<file path="config.mk">
export PLATFORM = sky130hd
export DESIGN_NAME = sidd_top
export DESIGN_NICKNAME = d
export VERILOG_FILES = /design/src/rtl/sidd_pkg.sv /design/src/rtl/sidd_dmx_if.sv /design/src/rtl/sidd_agc.sv /design/src/rtl/sidd_dematrix.sv /design/src/rtl/sidd_top.sv
export VERILOG_INCLUDE_DIRS = /design/src /design/src/rtl
export SDC_FILE = /design/constraint.sdc
export NUM_CORES = 1
export LEC_CHECK = 0
export ABC_AREA = 1
export BUFFER_PORTS_ARGS = -buffer_cell sky130_fd_sc_hd__buf_2
export CAP_MARGIN = 0
export CORE_MARGIN = 2
export CORE_UTILIZATION = 58
export DETAILED_ROUTE_END_ITERATION = 12
export PLACE_DENSITY = 0.75
export SLEW_MARGIN = 20
export SYNTH_ARGS = -nofsm -noshare
export SYNTH_HDL_FRONTEND = slang
export SYNTH_SLANG_ARGS = --single-unit
</file>
<file path="constraint.sdc">
create_clock -name clk_sys -period 9.2 [get_ports clk_sys]
set_clock_uncertainty 0.15 [all_clocks]
set_input_delay 0 -clock clk_sys [delete_from_list [all_inputs] [get_ports clk_sys]]
set_output_delay 0 -clock clk_sys [all_outputs]
set_load 0.005 [all_outputs]
</file>
<file path="src/rtl/sidd_defines.svh">
// Register map, field positions and timing constants of the sound IF path
`ifndef SIDD_DEFINES_SVH
`define SIDD_DEFINES_SVH
`define SIDD_ADDR_MISC     12'h102
`define SIDD_ADDR_FE1      12'h104
`define SIDD_ADDR_FE2      12'h105
`define SIDD_ADDR_FE3      12'h106
`define SIDD_ADDR_AUDCFG   12'h805
`define SIDD_ADDR_DMOVR    12'h8CD
`define SIDD_ADDR_GAIN     12'h8CE
`define SIDD_ADDR_STATE    12'h8CF
`define SIDD_REG_RESET     8'h00
`define SIDD_MISC_ADC2SEL  0
`define SIDD_FE1_OWNER     0
`define SIDD_FE2_AUDIN     0
`define SIDD_FE3_BOOST     0
`define SIDD_FE3_CLAMP     2
`define SIDD_CFG_STD_LO    0
`define SIDD_CFG_STD_HI    3
`define SIDD_CFG_MONO      4
`define SIDD_OVR_EN        0
`define SIDD_OVR_MODE_LO   1
`define SIDD_OVR_MODE_HI   2
`define SIDD_ANALOG_CH2    2'h2
`define SIDD_ANALOG_CH3    2'h3
`define SIDD_OUT_RATE_HZ   62937
`define SIDD_DEEMPH_75_US  75
`define SIDD_DEEMPH_50_US  50
`define SIDD_K_FRAC        8
`define SIDD_DEEMPH_K(t)   (256000000 / (`SIDD_OUT_RATE_HZ * (t)))
`define SIDD_AGC_SHIFT     6
`define SIDD_AGC_TARGET    384
`define SIDD_AGC_HYST      32
`define SIDD_AGC_RESET     6'h20
`define SIDD_GAIN_MAX      6'h3F
`define SIDD_GAIN_MIN      6'h00
`endif

</file>
<file path="src/rtl/sidd_pkg.sv">
// Types shared by the sound IF demodulator and dematrix
package sidd_pkg;
  typedef enum logic [3:0] {
    STD_BTSC = 4'h0, STD_EIAJ = 4'h1, STD_A2M = 4'h2, STD_A2BG = 4'h3,
    STD_A2DK = 4'h4, STD_NICAM = 4'h5, STD_FMI = 4'h6, STD_FMUS = 4'h7,
    STD_FMEU = 4'h8, STD_SAP = 4'h9, STD_AUTO = 4'hF
  } sidd_std_t;
  typedef enum logic [3:0] {
    CAR_4M5 = 4'h0, CAR_4M72 = 4'h1, CAR_5M5 = 4'h2, CAR_5M74 = 4'h3,
    CAR_5M85 = 4'h4, CAR_6M0 = 4'h5, CAR_6M26 = 4'h6, CAR_6M5 = 4'h7,
    CAR_6M552 = 4'h8, CAR_6M74 = 4'h9
  } sidd_carrier_t;
  typedef enum logic [1:0] {
    DMX_SUMDIFF = 2'h0, DMX_SUMR = 2'h1, DMX_LR = 2'h2, DMX_MONO = 2'h3
  } sidd_dmx_t;
  typedef enum logic [1:0] {
    DE_BYPASS = 2'h0, DE_75 = 2'h1, DE_50 = 2'h2
  } sidd_deemph_t;
endpackage

</file>
<file path="src/rtl/sidd_dmx_if.sv">
// Carrier between the demodulator core and the dematrix
interface sidd_dmx_if #(parameter int AUD_W = 16);
  logic signed [AUD_W-1:0] chA;
  logic signed [AUD_W-1:0] chB;
  sidd_pkg::sidd_dmx_t     mode;
  logic                    inValid;
  logic signed [AUD_W-1:0] outL;
  logic signed [AUD_W-1:0] outR;
  logic                    outValid;
  modport src (output chA, chB, mode, inValid, input outL, outR, outValid);
  modport dmx (input chA, chB, mode, inValid, output outL, outR, outValid);
endinterface

</file>
<file path="src/rtl/sidd_agc.sv">
// Audio AGC: running level average to a 6-bit front-end gain code
`include "sidd_defines.svh"
module sidd_agc #(
  parameter int SAMPLE_W = 10,
  parameter int PERIOD   = 64
) (
  input  wire logic                clk_sys,
  input  wire logic                rstSync_n,
  input  wire logic                sampleValid,
  input  wire logic [SAMPLE_W-1:0] sample,
  input  wire logic                enable,
  output logic [5:0]               gainCode
);
  localparam int AVG_W = SAMPLE_W + `SIDD_AGC_SHIFT;
  localparam int CNT_W = $clog2(PERIOD);
  logic [AVG_W-1:0]    avg_reg;
  logic [CNT_W-1:0]    cnt_reg;
  logic [SAMPLE_W-1:0] mag;
  logic [SAMPLE_W-1:0] level;
  logic                tick;
  assign mag   = sample[SAMPLE_W-1] ? SAMPLE_W'(-sample) : sample;
  assign level = avg_reg[AVG_W-1 -: SAMPLE_W];
  assign tick  = sampleValid && enable && (cnt_reg == CNT_W'(PERIOD - 1));
  always_ff @(posedge clk_sys or negedge rstSync_n) begin
    if (!rstSync_n) begin
      avg_reg <= '0;
      cnt_reg <= '0;
    end else if (sampleValid && enable) begin
      avg_reg <= avg_reg + AVG_W'(mag) - AVG_W'(avg_reg >> `SIDD_AGC_SHIFT); // RULE_07
      cnt_reg <= tick ? '0 : cnt_reg + 1'b1;
    end
  end
  // Plain increment walks the linear step first, then carries into the log step
  always_ff @(posedge clk_sys or negedge rstSync_n) begin
    if (!rstSync_n) begin
      gainCode <= `SIDD_AGC_RESET;
    end else if (tick) begin // RULE_20
      if (level < SAMPLE_W'(`SIDD_AGC_TARGET - `SIDD_AGC_HYST) && gainCode != `SIDD_GAIN_MAX)
        gainCode <= gainCode + 6'h01; // RULE_08
      else if (level > SAMPLE_W'(`SIDD_AGC_TARGET + `SIDD_AGC_HYST) &&
               gainCode != `SIDD_GAIN_MIN)
        gainCode <= gainCode - 6'h01;
    end
  end
endmodule

</file>
<file path="src/rtl/sidd_dematrix.sv">
// Dematrix: stereo pair to discrete left and right
module sidd_dematrix #(
  parameter int AUD_W = 16
) (
  input  wire logic clk_sys,
  input  wire logic rstSync_n,
  sidd_dmx_if.dmx   dx
);
  logic signed [AUD_W:0] sum;
  logic signed [AUD_W:0] dif;
  function automatic logic signed [AUD_W-1:0] sat(input logic signed [AUD_W:0] v);
    if (v[AUD_W] != v[AUD_W-1])
      sat = v[AUD_W] ? {1'b1, {(AUD_W-1){1'b0}}} : {1'b0, {(AUD_W-1){1'b1}}};
    else
      sat = v[AUD_W-1:0];
  endfunction
  assign sum = (AUD_W+1)'(dx.chA) + (AUD_W+1)'(dx.chB);
  assign dif = (AUD_W+1)'(dx.chA) - (AUD_W+1)'(dx.chB);
  always_ff @(posedge clk_sys or negedge rstSync_n) begin
    if (!rstSync_n) begin
      dx.outL     <= '0;
      dx.outR     <= '0;
      dx.outValid <= 1'b0;
    end else begin
      dx.outValid <= dx.inValid;
      if (dx.inValid) begin
        unique case (dx.mode) // RULE_18
          sidd_pkg::DMX_SUMDIFF: begin
            dx.outL <= sat(sum); // RULE_13
            dx.outR <= sat(dif);
          end
          sidd_pkg::DMX_SUMR: begin
            dx.outL <= sat(dif); // RULE_14
            dx.outR <= dx.chB;
          end
          sidd_pkg::DMX_LR: begin
            dx.outL <= dx.chA; // RULE_15
            dx.outR <= dx.chB;
          end
          sidd_pkg::DMX_MONO: begin
            dx.outL <= dx.chA; // RULE_16
            dx.outR <= dx.chA;
          end
        endcase
      end
    end
  end
endmodule

</file>
<file path="src/rtl/sidd_top.sv">
// Sound IF front-end control, audio AGC, demodulator paths, de-emphasis and dematrix
//
// Summary of operation
// RULE_01: Channel select bit routes CH2 or CH3
// RULE_02: Software clears impedance boost on IF channels
// RULE_03: Software clears clamp on IF channels
// RULE_04: Software sets audio input select high
// RULE_05: Owner bit gives channel gain to audio
// RULE_06: Three gains, two video, one audio
// RULE_07: AGC averages level into 6-bit gain
// RULE_08: Gain: two coarse log, four linear bits
// RULE_09: FM path for A2/BTSC/EIA-J, QPSK for NICAM
// RULE_10: Both paths output at decimated sample rate
// RULE_11: De-emphasis follows final filter, programmable
// RULE_12: 75us or 50us per standard; companding bypass
// RULE_13: Sum/difference for BTSC and EIA-J
// RULE_14: A2: left is difference, right passed (code does this for A2BG and A2DK only; A2M gets sum/difference)
// RULE_15: NICAM left and right pass unchanged
// RULE_16: Mono request drives both with sum
// RULE_17: Override bit selects programmed dematrix mode
// RULE_18: Mode codes: sum/diff, sum/R, LR, mono
// RULE_19: Core detects carrier standard, configures path
// RULE_20: Gain holds unless audio owns AGC
`include "sidd_defines.svh"
module sidd_top #(
  parameter int SAMPLE_W = 10,
  parameter int AUD_W    = 16,
  parameter int DECIM    = 455,
  parameter int AGC_PER  = 64
) (
  input  wire logic                   clk_sys,
  input  wire logic                   reset_n,
  input  wire logic                   regWrEn,
  input  wire logic [11:0]            regAddr,
  input  wire logic [7:0]             regWrData,
  output logic [7:0]                  regRdData,
  input  wire logic                   sampleValid,
  input  wire logic [SAMPLE_W-1:0]    adcSample,
  input  wire logic                   carrierValid,
  input  wire logic [3:0]             carrierCode,
  input  wire logic [5:0]             videoGainA,
  input  wire logic [5:0]             videoGainB,
  output logic [1:0]                  adc2Channel,
  output logic [1:0]                  impedanceBoostEnable,
  output logic [1:0]                  inputClampEnable,
  output logic                        audioInputSelect,
  output logic [5:0]                  frontendGain [2],
  output logic [5:0]                  audioGain,
  output logic signed [AUD_W-1:0]     audioLeft,
  output logic signed [AUD_W-1:0]     audioRight,
  output logic                        audioValid
);
  localparam int ACC_MIN = SAMPLE_W + $clog2(DECIM) + 1;
  // Never narrower than the audio word, so a short window still fills the output slice
  localparam int ACC_W = (ACC_MIN > AUD_W) ? ACC_MIN : AUD_W;
  localparam int CNT_W = $clog2(DECIM);
  localparam int K_W   = `SIDD_K_FRAC + 1;
  localparam logic [K_W-1:0] K75 = K_W'(`SIDD_DEEMPH_K(`SIDD_DEEMPH_75_US));
  localparam logic [K_W-1:0] K50 = K_W'(`SIDD_DEEMPH_K(`SIDD_DEEMPH_50_US));

  ////////////////////////////////////////////////////////////////////////////
  // Reset release
  logic [1:0] rstPipe_reg;
  logic       rstSync_n;
  always_ff @(posedge clk_sys or negedge reset_n) begin
    if (!reset_n)
      rstPipe_reg <= 2'b00;
    else
      rstPipe_reg <= {rstPipe_reg[0], 1'b1};
  end
  assign rstSync_n = rstPipe_reg[1];

  ////////////////////////////////////////////////////////////////////////////
  // Host registers
  logic [7:0] misc_reg;
  logic [7:0] fe1_reg;
  logic [7:0] fe2_reg;
  logic [7:0] fe3_reg;
  logic [7:0] audCfg_reg;
  logic [7:0] dmOvr_reg;
  always_ff @(posedge clk_sys or negedge rstSync_n) begin
    if (!rstSync_n) begin
      misc_reg   <= `SIDD_REG_RESET;
      fe1_reg    <= `SIDD_REG_RESET;
      fe2_reg    <= `SIDD_REG_RESET;
      fe3_reg    <= `SIDD_REG_RESET;
      audCfg_reg <= `SIDD_REG_RESET;
      dmOvr_reg  <= `SIDD_REG_RESET;
    end else if (regWrEn) begin
      unique case (regAddr)
        `SIDD_ADDR_MISC:   misc_reg   <= regWrData;
        `SIDD_ADDR_FE1:    fe1_reg    <= regWrData;
        `SIDD_ADDR_FE2:    fe2_reg    <= regWrData;
        `SIDD_ADDR_FE3:    fe3_reg    <= regWrData;
        `SIDD_ADDR_AUDCFG: audCfg_reg <= regWrData;
        `SIDD_ADDR_DMOVR:  dmOvr_reg  <= regWrData;
        default: ;
      endcase
    end
  end

  sidd_pkg::sidd_std_t detStd_reg;
  sidd_pkg::sidd_std_t activeStd;
  sidd_pkg::sidd_dmx_t dmxMode;
  logic [7:0]          rdNext;
  always_comb begin
    unique case (regAddr)
      `SIDD_ADDR_MISC:   rdNext = misc_reg;
      `SIDD_ADDR_FE1:    rdNext = fe1_reg;
      `SIDD_ADDR_FE2:    rdNext = fe2_reg;
      `SIDD_ADDR_FE3:    rdNext = fe3_reg;
      `SIDD_ADDR_AUDCFG: rdNext = audCfg_reg;
      `SIDD_ADDR_DMOVR:  rdNext = dmOvr_reg;
      `SIDD_ADDR_GAIN:   rdNext = {2'b00, audioGain};
      `SIDD_ADDR_STATE:  rdNext = {2'b00, dmxMode, activeStd};
      default:           rdNext = 8'h00;
    endcase
  end
  always_ff @(posedge clk_sys or negedge rstSync_n) begin
    if (!rstSync_n)
      regRdData <= 8'h00;
    else
      regRdData <= rdNext;
  end

  ////////////////////////////////////////////////////////////////////////////
  // Analog front-end control
  // Boost and clamp are passed as written; clearing them for IF use is software's job
  assign impedanceBoostEnable = fe3_reg[`SIDD_FE3_BOOST +: 2];
  assign inputClampEnable     = fe3_reg[`SIDD_FE3_CLAMP +: 2];
  assign audioInputSelect     = fe2_reg[`SIDD_FE2_AUDIN];
  assign adc2Channel = misc_reg[`SIDD_MISC_ADC2SEL] ? `SIDD_ANALOG_CH3 // RULE_01
                                                    : `SIDD_ANALOG_CH2;

  logic [5:0] videoGain [2];
  logic [1:0] ownerSel;
  logic       agcEnable;
  assign videoGain[0] = videoGainA;
  assign videoGain[1] = videoGainB;
  assign ownerSel     = fe1_reg[`SIDD_FE1_OWNER +: 2];
  // Only the channel feeding the second ADC closes the audio loop
  assign agcEnable = ownerSel[misc_reg[`SIDD_MISC_ADC2SEL]]; // RULE_20

  for (genvar c = 0; c < 2; c++) begin : g_gain
    always_ff @(posedge clk_sys or negedge rstSync_n) begin
      if (!rstSync_n)
        frontendGain[c] <= `SIDD_AGC_RESET;
      else
        frontendGain[c] <= ownerSel[c] ? audioGain : videoGain[c]; // RULE_05 RULE_06
    end
  end

  sidd_agc #(
    .SAMPLE_W (SAMPLE_W),
    .PERIOD   (AGC_PER)
  ) u_agc (
    .clk_sys     (clk_sys),
    .rstSync_n   (rstSync_n),
    .sampleValid (sampleValid),
    .sample      (adcSample),
    .enable      (agcEnable),
    .gainCode    (audioGain)
  );

  ////////////////////////////////////////////////////////////////////////////
  // Standard detection and path configuration
  sidd_pkg::sidd_std_t cfgStd;
  sidd_pkg::sidd_std_t carStd;
  assign cfgStd = sidd_pkg::sidd_std_t'(audCfg_reg[`SIDD_CFG_STD_HI:`SIDD_CFG_STD_LO]);
  always_comb begin
    unique case (sidd_pkg::sidd_carrier_t'(carrierCode))
      sidd_pkg::CAR_4M5:   carStd = sidd_pkg::STD_BTSC;
      sidd_pkg::CAR_4M72:  carStd = sidd_pkg::STD_A2M;
      sidd_pkg::CAR_5M5,
      sidd_pkg::CAR_5M74:  carStd = sidd_pkg::STD_A2BG;
      sidd_pkg::CAR_5M85,
      sidd_pkg::CAR_6M552: carStd = sidd_pkg::STD_NICAM;
      sidd_pkg::CAR_6M0:   carStd = sidd_pkg::STD_FMI;
      sidd_pkg::CAR_6M26,
      sidd_pkg::CAR_6M5,
      sidd_pkg::CAR_6M74:  carStd = sidd_pkg::STD_A2DK;
      default:             carStd = detStd_reg;
    endcase
  end
  always_ff @(posedge clk_sys or negedge rstSync_n) begin
    if (!rstSync_n)
      detStd_reg <= sidd_pkg::STD_BTSC;
    else if (carrierValid)
      detStd_reg <= carStd; // RULE_19
  end
  assign activeStd = (cfgStd == sidd_pkg::STD_AUTO) ? detStd_reg : cfgStd;

  logic                monoPref;
  sidd_pkg::sidd_dmx_t autoMode;
  assign monoPref = audCfg_reg[`SIDD_CFG_MONO];
  always_comb begin
    unique case (activeStd)
      sidd_pkg::STD_A2BG,
      sidd_pkg::STD_A2DK:  autoMode = sidd_pkg::DMX_SUMR;
      sidd_pkg::STD_NICAM,
      sidd_pkg::STD_SAP:   autoMode = sidd_pkg::DMX_LR;
      sidd_pkg::STD_FMI:   autoMode = sidd_pkg::DMX_MONO;
      default:             autoMode = sidd_pkg::DMX_SUMDIFF;
    endcase
    if (monoPref)
      autoMode = sidd_pkg::DMX_MONO;
  end
  assign dmxMode = dmOvr_reg[`SIDD_OVR_EN] // RULE_17
                 ? sidd_pkg::sidd_dmx_t'(dmOvr_reg[`SIDD_OVR_MODE_HI:`SIDD_OVR_MODE_LO])
                 : autoMode;

  sidd_pkg::sidd_deemph_t deMain;
  sidd_pkg::sidd_deemph_t deSub;
  always_comb begin
    unique case (activeStd) // RULE_12
      sidd_pkg::STD_FMI, sidd_pkg::STD_A2BG,
      sidd_pkg::STD_A2DK, sidd_pkg::STD_FMEU: deMain = sidd_pkg::DE_50;
      sidd_pkg::STD_NICAM:                    deMain = sidd_pkg::DE_BYPASS;
      default:                                deMain = sidd_pkg::DE_75;
    endcase
    unique case (activeStd)
      sidd_pkg::STD_BTSC, sidd_pkg::STD_SAP:  deSub = sidd_pkg::DE_BYPASS;
      default:                                deSub = deMain;
    endcase
  end

  ////////////////////////////////////////////////////////////////////////////
  // Demodulator paths: 0 = FM-type, 1 = QPSK
  logic                    route;
  logic [CNT_W-1:0]        decCnt_reg;
  logic                    dump;
  logic [SAMPLE_W-1:0]     prev_reg;
  logic signed [ACC_W-1:0] accA [2];
  logic signed [ACC_W-1:0] accB [2];
  logic signed [ACC_W-1:0] xA;
  logic signed [ACC_W-1:0] xB;
  assign route = (activeStd == sidd_pkg::STD_NICAM); // RULE_09
  assign dump  = sampleValid && (decCnt_reg == CNT_W'(DECIM - 1));
  assign xA    = ACC_W'(signed'(adcSample));
  assign xB    = ACC_W'(signed'(adcSample)) - ACC_W'(signed'(prev_reg));

  always_ff @(posedge clk_sys or negedge rstSync_n) begin
    if (!rstSync_n) begin
      decCnt_reg <= '0;
      prev_reg   <= '0;
    end else if (sampleValid) begin
      decCnt_reg <= dump ? '0 : decCnt_reg + 1'b1; // RULE_10
      prev_reg   <= adcSample;
    end
  end

  // Integrate-and-dump is the final filter of each path
  for (genvar p = 0; p < 2; p++) begin : g_path
    always_ff @(posedge clk_sys or negedge rstSync_n) begin
      if (!rstSync_n) begin
        accA[p] <= '0;
        accB[p] <= '0;
      end else if (sampleValid && route == 1'(p)) begin
        accA[p] <= dump ? xA : accA[p] + xA;
        accB[p] <= dump ? xB : accB[p] + xB;
      end
    end
  end

  logic signed [AUD_W-1:0] filt [2];
  logic                    filtValid_reg;
  always_ff @(posedge clk_sys or negedge rstSync_n) begin
    if (!rstSync_n) begin
      filt[0]       <= '0;
      filt[1]       <= '0;
      filtValid_reg <= 1'b0;
    end else begin
      filtValid_reg <= dump;
      if (dump) begin
        filt[0] <= accA[route][ACC_W-1 -: AUD_W];
        filt[1] <= accB[route][ACC_W-1 -: AUD_W];
      end
    end
  end

  ////////////////////////////////////////////////////////////////////////////
  // De-emphasis: first-order low-pass, coefficient from the time constant
  sidd_pkg::sidd_deemph_t deSel [2];
  logic signed [AUD_W-1:0] deOut [2];
  logic                    deValid_reg;
  assign deSel[0] = deMain;
  assign deSel[1] = deSub;
  for (genvar c = 0; c < 2; c++) begin : g_deemph
    logic signed [AUD_W:0]         err;
    logic signed [AUD_W+K_W+1:0]   prod;
    logic [K_W-1:0]                k;
    assign k    = (deSel[c] == sidd_pkg::DE_50) ? K50 : K75;
    assign err  = (AUD_W+1)'(filt[c]) - (AUD_W+1)'(deOut[c]);
    assign prod = (AUD_W+K_W+2)'(err) * (AUD_W+K_W+2)'(signed'({1'b0, k}));
    always_ff @(posedge clk_sys or negedge rstSync_n) begin
      if (!rstSync_n)
        deOut[c] <= '0;
      else if (filtValid_reg) begin
        if (deSel[c] == sidd_pkg::DE_BYPASS)
          deOut[c] <= filt[c]; // RULE_12
        else
          deOut[c] <= deOut[c] + AUD_W'(prod >>> `SIDD_K_FRAC); // RULE_11
      end
    end
  end
  always_ff @(posedge clk_sys or negedge rstSync_n) begin
    if (!rstSync_n)
      deValid_reg <= 1'b0;
    else
      deValid_reg <= filtValid_reg;
  end

  ////////////////////////////////////////////////////////////////////////////
  // Dematrix and output
  sidd_dmx_if #(.AUD_W(AUD_W)) dmxBus ();
  assign dmxBus.chA     = deOut[0];
  assign dmxBus.chB     = deOut[1];
  assign dmxBus.mode    = dmxMode;
  assign dmxBus.inValid = deValid_reg;

  sidd_dematrix #(
    .AUD_W (AUD_W)
  ) u_dmx (
    .clk_sys   (clk_sys),
    .rstSync_n (rstSync_n),
    .dx        (dmxBus.dmx)
  );

  assign audioLeft  = dmxBus.outL;
  assign audioRight = dmxBus.outR;
  assign audioValid = dmxBus.outValid;
endmodule

</file>
Word level (Yosys, flattened, before mapping)
Cells that the tools add are included.
Widths: inputs -> output; s select.
Storage, ports and cells
  bits in registers: 300
  input bits: 51
  output and inout port bits: 66
  word-level logic and storage cells: 159
Operators by class
  add/subtract/negate cells: 18
  $mul: 2
  order comparisons: 4
  equality and inequality tests: 34
  multiplexer cells: 38
  bitwise operators: 2
  reduce and logical (&&, ||, !) cells: 32
Operator list (count)
  $mux 20: 10
  $mux 16: 6
  $pmux 16 s3: 2
  $pmux 8 s8: 1
  $sub 16x16->17: 3
  $eq 12x12->1 const B: 4
  $eq 12x9->1 const B: 4
  $mul 17x8->24: 2
  $add 20x10->20: 2
  $add 20x11->20: 2
  $add 16x16->16: 2
  $mux 6: 5
  $eq 4x3->1 const B: 7
  $pmux 4 s6: 1
  $eq 4x4->1 const B: 5
  $add 16x16->17: 1
  $add 16x10->16: 1
  $reduce_and 2->1: 8
  $sub 16x10->16: 1
  $mux 7: 2
  $reduce_or 2->1: 7
  $add 6x1->6 const B: 2
  $eq 4x2->1 const B: 3
  $reduce_bool 6->1: 2
  30 further kinds: 47

Logic depth before layout (Yosys ltp)
  depth after elaboration: 11
  depth in mapped cells: 41
  depth with buffers taken out: 40

Hierarchy
From an unflattened synthesis, not the netlist that was laid out.
Unflattened totals
  cells, all modules: 4287
  area, all modules: 30823.3 um^2
By module, submodules not included
  sidd_top: instances 1, cells an instance 3204, area each 23867.9 um^2, sequential area each 5958.2 um^2
  sidd_dematrix: instances 1, cells an instance 656, area each 4092.7 um^2, sequential area each 825.8 um^2
  sidd_agc: instances 1, cells an instance 427, area each 2862.7 um^2, sequential area each 701.9 um^2

Worst setup path before layout
Ideal clock, no wire load.
  path kind: register to register
  start: register deOut (netlist bit dmxBus.chA[1])
  end: register deOut (netlist bit dmxBus.chA[15])
  setup time: 116 ps
  arrival time: 6226 ps
  data required time: 8934 ps
  slack: 2707 ps
  cell stages (with the launch flop): 38
  path buffers: 0
  clock period less this slack: 6493 ps
  cell sequence: dfrtp_1 > inv_1 > fa_1 > nand2_1 > nand2_1 > nand2_1 > o21bai_1 > xor2_1 > inv_1 > nor2_1 > ha_1 > inv_1 > fa_1 > inv_1 > fa_1 > inv_1 > fa_1 > inv_1 > [... 2 more ...] > o21ai_0 > a21oi_1 > o21bai_1 > a21oi_1 > o21bai_1 > nand2_1 > nand2_1 > xor2_1 > inv_1 > ha_1 > a21oi_1 > o21ai_0 > a221oi_1 > inv_1 > nand2_1 > nand3_1 > nand2_1 > nand2_1
On the way
  longest elaborated chain between the ends: 4
Ends and longest elaborated chain
  start, declared: RTL line sidd_top.sv:284  | logic signed [AUD_W-1:0] deOut [2];
  start signal, assigned by index: RTL line sidd_top.sv:300  | deOut[c] <= filt[c];
  start signal, assigned by index: RTL line sidd_top.sv:302  | deOut[c] <= deOut[c] + AUD_W'(prod >>> `SIDD_K_FRAC);
  $sub 16x16->17: RTL line sidd_top.sv:293  | assign err = (AUD_W+1)'(filt[c]) - (AUD_W+1)'(deOut[c]);
  $mul 17x8->24: RTL line sidd_top.sv:294  | assign prod = (AUD_W+K_W+2)'(err) * (AUD_W+K_W+2)'(signed'({1'b0, k}));
  $add 16x16->16 (*): RTL line sidd_top.sv:302
  $mux 16 (*): RTL line sidd_top.sv:299  | if (deSel[c] == sidd_pkg::DE_BYPASS)
Every way passes the cells marked *; elsewhere a longest branch is shown, timed or not.
A chain may end at the register's enable or synchronous reset.

Worst setup path after layout
  start: register audCfg_reg[1]
  end: register deOut (netlist bit dmxBus.chA[11])
On the way
  longest elaborated chain between the ends: 10
  elaborated cells between the ends (all ways): 15
  those cells by class: add/sub (1); mul (1); eq/ne (7); mux (4); reduce/logical (2)
Ends and longest elaborated chain
  start, declared: RTL line sidd_top.sv:79  | logic [7:0] audCfg_reg;
  start signal, assigned: RTL line sidd_top.sv:87  | audCfg_reg <= `SIDD_REG_RESET;
  start signal, assigned: RTL line sidd_top.sv:95  | `SIDD_ADDR_AUDCFG: audCfg_reg <= regWrData;
  $eq 4x4->1: RTL line sidd_top.sv:191  | assign activeStd = (cfgStd == sidd_pkg::STD_AUTO) ? detStd_reg : cfgStd;
  $mux 4 (*): RTL line sidd_top.sv:191
  $eq 4x3->1, or another cell as far along: RTL line sidd_top.sv:215  | unique case (activeStd)
  $reduce_or 4->1: RTL line sidd_top.sv:215
  $pmux 2 s2 (*): RTL line sidd_top.sv:215
  $eq 2x2->1: RTL line sidd_top.sv:292  | assign k = (deSel[c] == sidd_pkg::DE_50) ? K50 : K75;
  $mux 7: RTL line sidd_top.sv:292
  $mul 17x8->24: RTL line sidd_top.sv:294
  $add 16x16->16: RTL line sidd_top.sv:302
  $mux 16 (*): RTL line sidd_top.sv:299
Marks and branches as above.

==> metrics.json <==
{
  "clocking": {
    "root_driver": "sky130_fd_sc_hd__clkbuf_16",
    "cts_buffer_depth": 3,
    "cts_inserted_buffers": 37,
    "worst_skew_late_latency_ps": 580,
    "cts_tree": "done",
    "cts_post_setup_buffers_inserted": 0,
    "cts_htree_levels": 2,
    "clk_transition_reported_paths_ps": 60,
    "cts.repair.resized": 0,
    "cts.sinks": 299
  },
  "placement": {
    "hpwlAfterDp_um": 62340,
    "io_buffers": 115,
    "place.gp.congestion": 0.9881,
    "placedInstanceArea_um2": 30760
  },
  "setup_path": {
    "crit_path_max_fanout": 44,
    "timing.critical_path.mode_cell": "sky130_fd_sc_hd__nand2_1",
    "start_kind": "flop",
    "arrival_ps": 7990,
    "slowest_delay_ps": 540,
    "timing.critical_path.required_ps": 9460,
    "crit_path_top_delay_cell": "sky130_fd_sc_hd__fa_1",
    "type_of_destination_of_the_critical_path": "flop",
    "timing_worst_setup_path_type": "flop to flop"
  },
  "final_layout": {
    "reg.largest.list": "accA (40), accB (40), filt (32)",
    "num-nets-final": 4644,
    "flow.area_growth_from_synthesis_pct": 10.08,
    "fraction_of_layout_cells_with_a_size_suffix_above_1_pct": 6.712,
    "finalCoreUtilization_pct": 64.28,
    "design_area_um2": 32780
  },
  "global_route": {
    "grt_pass1_vias": 26240,
    "grt_pass1_wl_um": 134300,
    "grt_max_degree": 137,
    "grt_overflow_total": 0,
    "antenna_found_initial": 1,
    "globalRouteTotalUtil_pct": 30.97
  },
  "sta": {
    "setup_total_negative_slack_ps": 0,
    "worst_max_slew_pin_slew_ps": 990.4,
    "final_hold_viol_count": 0,
    "final.period_utilization_pct": 83.99,
    "relSlewSlack_pct": 33.97,
    "maxSlewViolCount": 0,
    "finalSetupViolations": 0,
    "grt_setup_unrepaired": "false",
    "fmaxAchievable_mhz": 129.4,
    "finalCriticalPeriod_ps": 7727,
    "worst_hold_slack_ps": 27.34
  },
  "route": {
    "detail_route.vias_per_cell": 5.650,
    "dr_total_vias": 27340,
    "detailedRoute.firstIterationViolations": 2315,
    "first_pass_iters": 6,
    "wl_per_cell_um": 16.88,
    "drc": 0,
    "drt_wl_total_um": 81680,
    "drt.antenna.violating_nets": 0
  },
  "die": {
    "chipWidth_um": 230.6,
    "boundaryPins": 117,
    "initial_core_util_pct": 58.39,
    "design.core.area_um2": 50990,
    "floorplan_die_height_um": 230.6,
    "dieArea_um2": 53160,
    "fp-row-count": 83
  },
  "synth": {
    "combinational_family_with_the_most_area_after_synthesis": "adder cells",
    "syn-cell-area_um2": 29770,
    "yosys_warnings": 0,
    "synth_ff_type": "sky130_fd_sc_hd__dfrtp_1",
    "synth.avg_cell_area_um2": 7.420,
    "ys_ff_latch": 299,
    "post_synth_and_or_nand_nor_area_fraction_pct": 19.83,
    "share_of_async_settable_or_async_resettable_flops_after_synthesis_pct": 100.0,
    "yosys.cell_types.count": 62,
    "synth_seq_area_share_pct": 25.14,
    "post_synth_fa_ha_maj_area_fraction_pct": 22.67,
    "synth_compound_area_share_pct": 18.46,
    "yosys-mux-area-fraction_pct": 0.03782,
    "synth_xor_area_share_pct": 4.286,
    "synthCells": 4013,
    "synth_enable_flop_cells": 0
  },
  "power_and_ir_drop": {
    "vdd.ir_drop.worst_v": 0.0001385,
    "seq_power_share_pct": 31.3,
    "cellInternalPower_mw": 3.089,
    "sw_frac_of_total_pct": 37.44,
    "share_clk_of_total_power_pct": 31.9,
    "p_leak_nw": 17.08,
    "switchingPower_mw": 1.849,
    "power_per_cell_area_nw_per_um2": 150.7,
    "share_comb_of_total_power_pct": 36.8
  },
  "flow_run": {
    "timing.max_cap.violations": 0
  },
  "hold_path": {
    "hold_path_class": "input port to flop"
  },
  "status": {
    "outcome": "complete, no violations"
  }
}
==> cell usage in the layout (no fill, tap or decap), drive strengths merged, types with 38 or more instances in the layout <==
cell type	n
nand2	799
o21ai	405
inv	602
nor3	38
dfrtp	296
xor2	98
xnor2	46
dlygate4sd3	71
clkbuf	52
buf	127
nor2	282
fa	124
nand3	179
ha	341
a21oi	362
==> synth_stat cells (3+ instances only) <==
master	instances	area (um^2)
sky130_fd_sc_hd__nand2_4	11	123.9
sky130_fd_sc_hd__or2_2	21	131.4
sky130_fd_sc_hd__ha_1	341	4267
sky130_fd_sc_hd__o211ai_1	14	105.1
sky130_fd_sc_hd__o22ai_1	33	206.5
sky130_fd_sc_hd__a31oi_1	37	231.5
sky130_fd_sc_hd__inv_2	13	48.80
sky130_fd_sc_hd__nor3_1	37	185.2
sky130_fd_sc_hd__o2111ai_1	4	35.03
sky130_fd_sc_hd__o31ai_1	17	127.6
sky130_fd_sc_hd__a21o_1	17	127.6
sky130_fd_sc_hd__xor2_1	96	840.8
sky130_fd_sc_hd__o21a_1	23	172.7
sky130_fd_sc_hd__a221oi_1	12	105.1
sky130_fd_sc_hd__dfrtp_1	296	7407
sky130_fd_sc_hd__inv_1	588	2207
sky130_fd_sc_hd__a2bb2oi_1	19	166.4
sky130_fd_sc_hd__nor4_1	9	56.30
sky130_fd_sc_hd__fa_1	124	2482
sky130_fd_sc_hd__a22oi_1	13	97.59
sky130_fd_sc_hd__a21boi_0	9	67.56
sky130_fd_sc_hd__xnor2_1	46	402.9
sky130_fd_sc_hd__nor2_1	268	1006
sky130_fd_sc_hd__o21bai_1	18	135.1
sky130_fd_sc_hd__buf_4	11	82.58
sky130_fd_sc_hd__clkbuf_1	75	281.5
sky130_fd_sc_hd__o21ai_0	381	1907
sky130_fd_sc_hd__nand2_1	773	2902
sky130_fd_sc_hd__and2_1	7	43.79
sky130_fd_sc_hd__buf_1	9	33.78
sky130_fd_sc_hd__nand3b_1	5	37.54
sky130_fd_sc_hd__a21oi_1	360	1802
sky130_fd_sc_hd__o21ai_1	21	105.1
sky130_fd_sc_hd__buf_2	31	155.2
sky130_fd_sc_hd__dfstp_2	3	78.83
sky130_fd_sc_hd__nand2_2	15	93.84
sky130_fd_sc_hd__nand3_1	178	890.9
sky130_fd_sc_hd__nand4_1	37	231.5
sky130_fd_sc_hd__nor2_4	5	56.30
sky130_fd_sc_hd__nor2_2	8	50.05
==> kinds of logic after synthesis <==
logic type / after synthesis
mux: 1
other cells: 1
fa+ha+maj: 465
flops: 299
compound gates: 989
xor+xnor: 144
buf+inv: 731
simple gates: 1383
==> final timing paths <==
kind	slack, ps	cells after the start	from	to
min in group asynchronous	150	0	rstPipe_reg[1]	frontendGain[3]
max reg2reg	1470	35	audCfg_reg[1]	dmxBus.chA[11]
min	30	4	videoGainA[4]	frontendGain[10]
max	1470	35	audCfg_reg[1]	dmxBus.chA[11]
min reg2reg	150	0	rstPipe_reg[1]	frontendGain[3]
max in group asynchronous	6680	2	rstPipe_reg[1]	filt[25]
==> worst max-delay path, delay by kind of cell, from the launching register on <==
kind	cells	cell delay, ps
and+or+nand+nor	14	1760
xor gates and xnor gates	2	400
buffers and inverters	5	950
DFF	1	420
adders and majority gates	5	2140
AOI/OAI and AO/OA	9	1720
==> layout make-up <==
type / instances / area, um^2
Multi-Input combinational cell: 2990 / 19480
Clock inverter: 16 / 259.0
Antenna cell: 1 / 2.502
Inverter: 602 / 2260
Sequential cell: 299 / 7490
Fill cell: 4561 / 18210
Clock buffer: 52 / 1042
Timing Repair Buffer: 198 / 1389
Tap cell: 680 / 850.8
==> layer usage <==
| metal | up-vias | part of all wire, % | GRT usage (%) |
|---|---|---|---|
| met5 | - | 0 | 0 |
| met1 | 12750 | 45 | 42.31 |
| met4 | 0 | 2.8 | 9.435 |
| met2 | 906 | 46 | 50.89 |
| li1 | 13520 | - | - |
| met3 | 156 | 6.5 | 4.657 |
==> power by group through the flow <==
stage          logic [mW]  registers [mW]  clock network, mW
6_report             1.82            1.55               1.57
5_1_grt              2.07            1.56               1.64
4_1_cts              1.79            1.55               1.59
3_5_place_dp         1.75            1.57                  0
3_3_place_gp         1.72            1.56                  0
2_1_floorplan        1.38            1.55                  0
==> per-stage QoR <==
| step | instances | power, mW | setup WS [ps] |
|---|---|---|---|
| 6_report | 4838 | 4.938 | 1473 |
| 3_3_place_gp | 4698 | 3.289 | 1771 |
| 5_1_grt | 4838 | 5.276 | 708.6 |
| 4_1_cts | 4837 | 4.922 | 1526 |
| 2_1_floorplan | 4020 | 2.935 | 105.2 |
| 3_5_place_dp | 4698 | 3.318 | 1580 |
==> timing repair <==
action / CTS / global route
setup endpoints to repair: 0 / 0
hold buffers: 71 / 0
endpoints found under the hold margin: 110 / 0
Note: power is estimated with default switching activity, not from simulation.
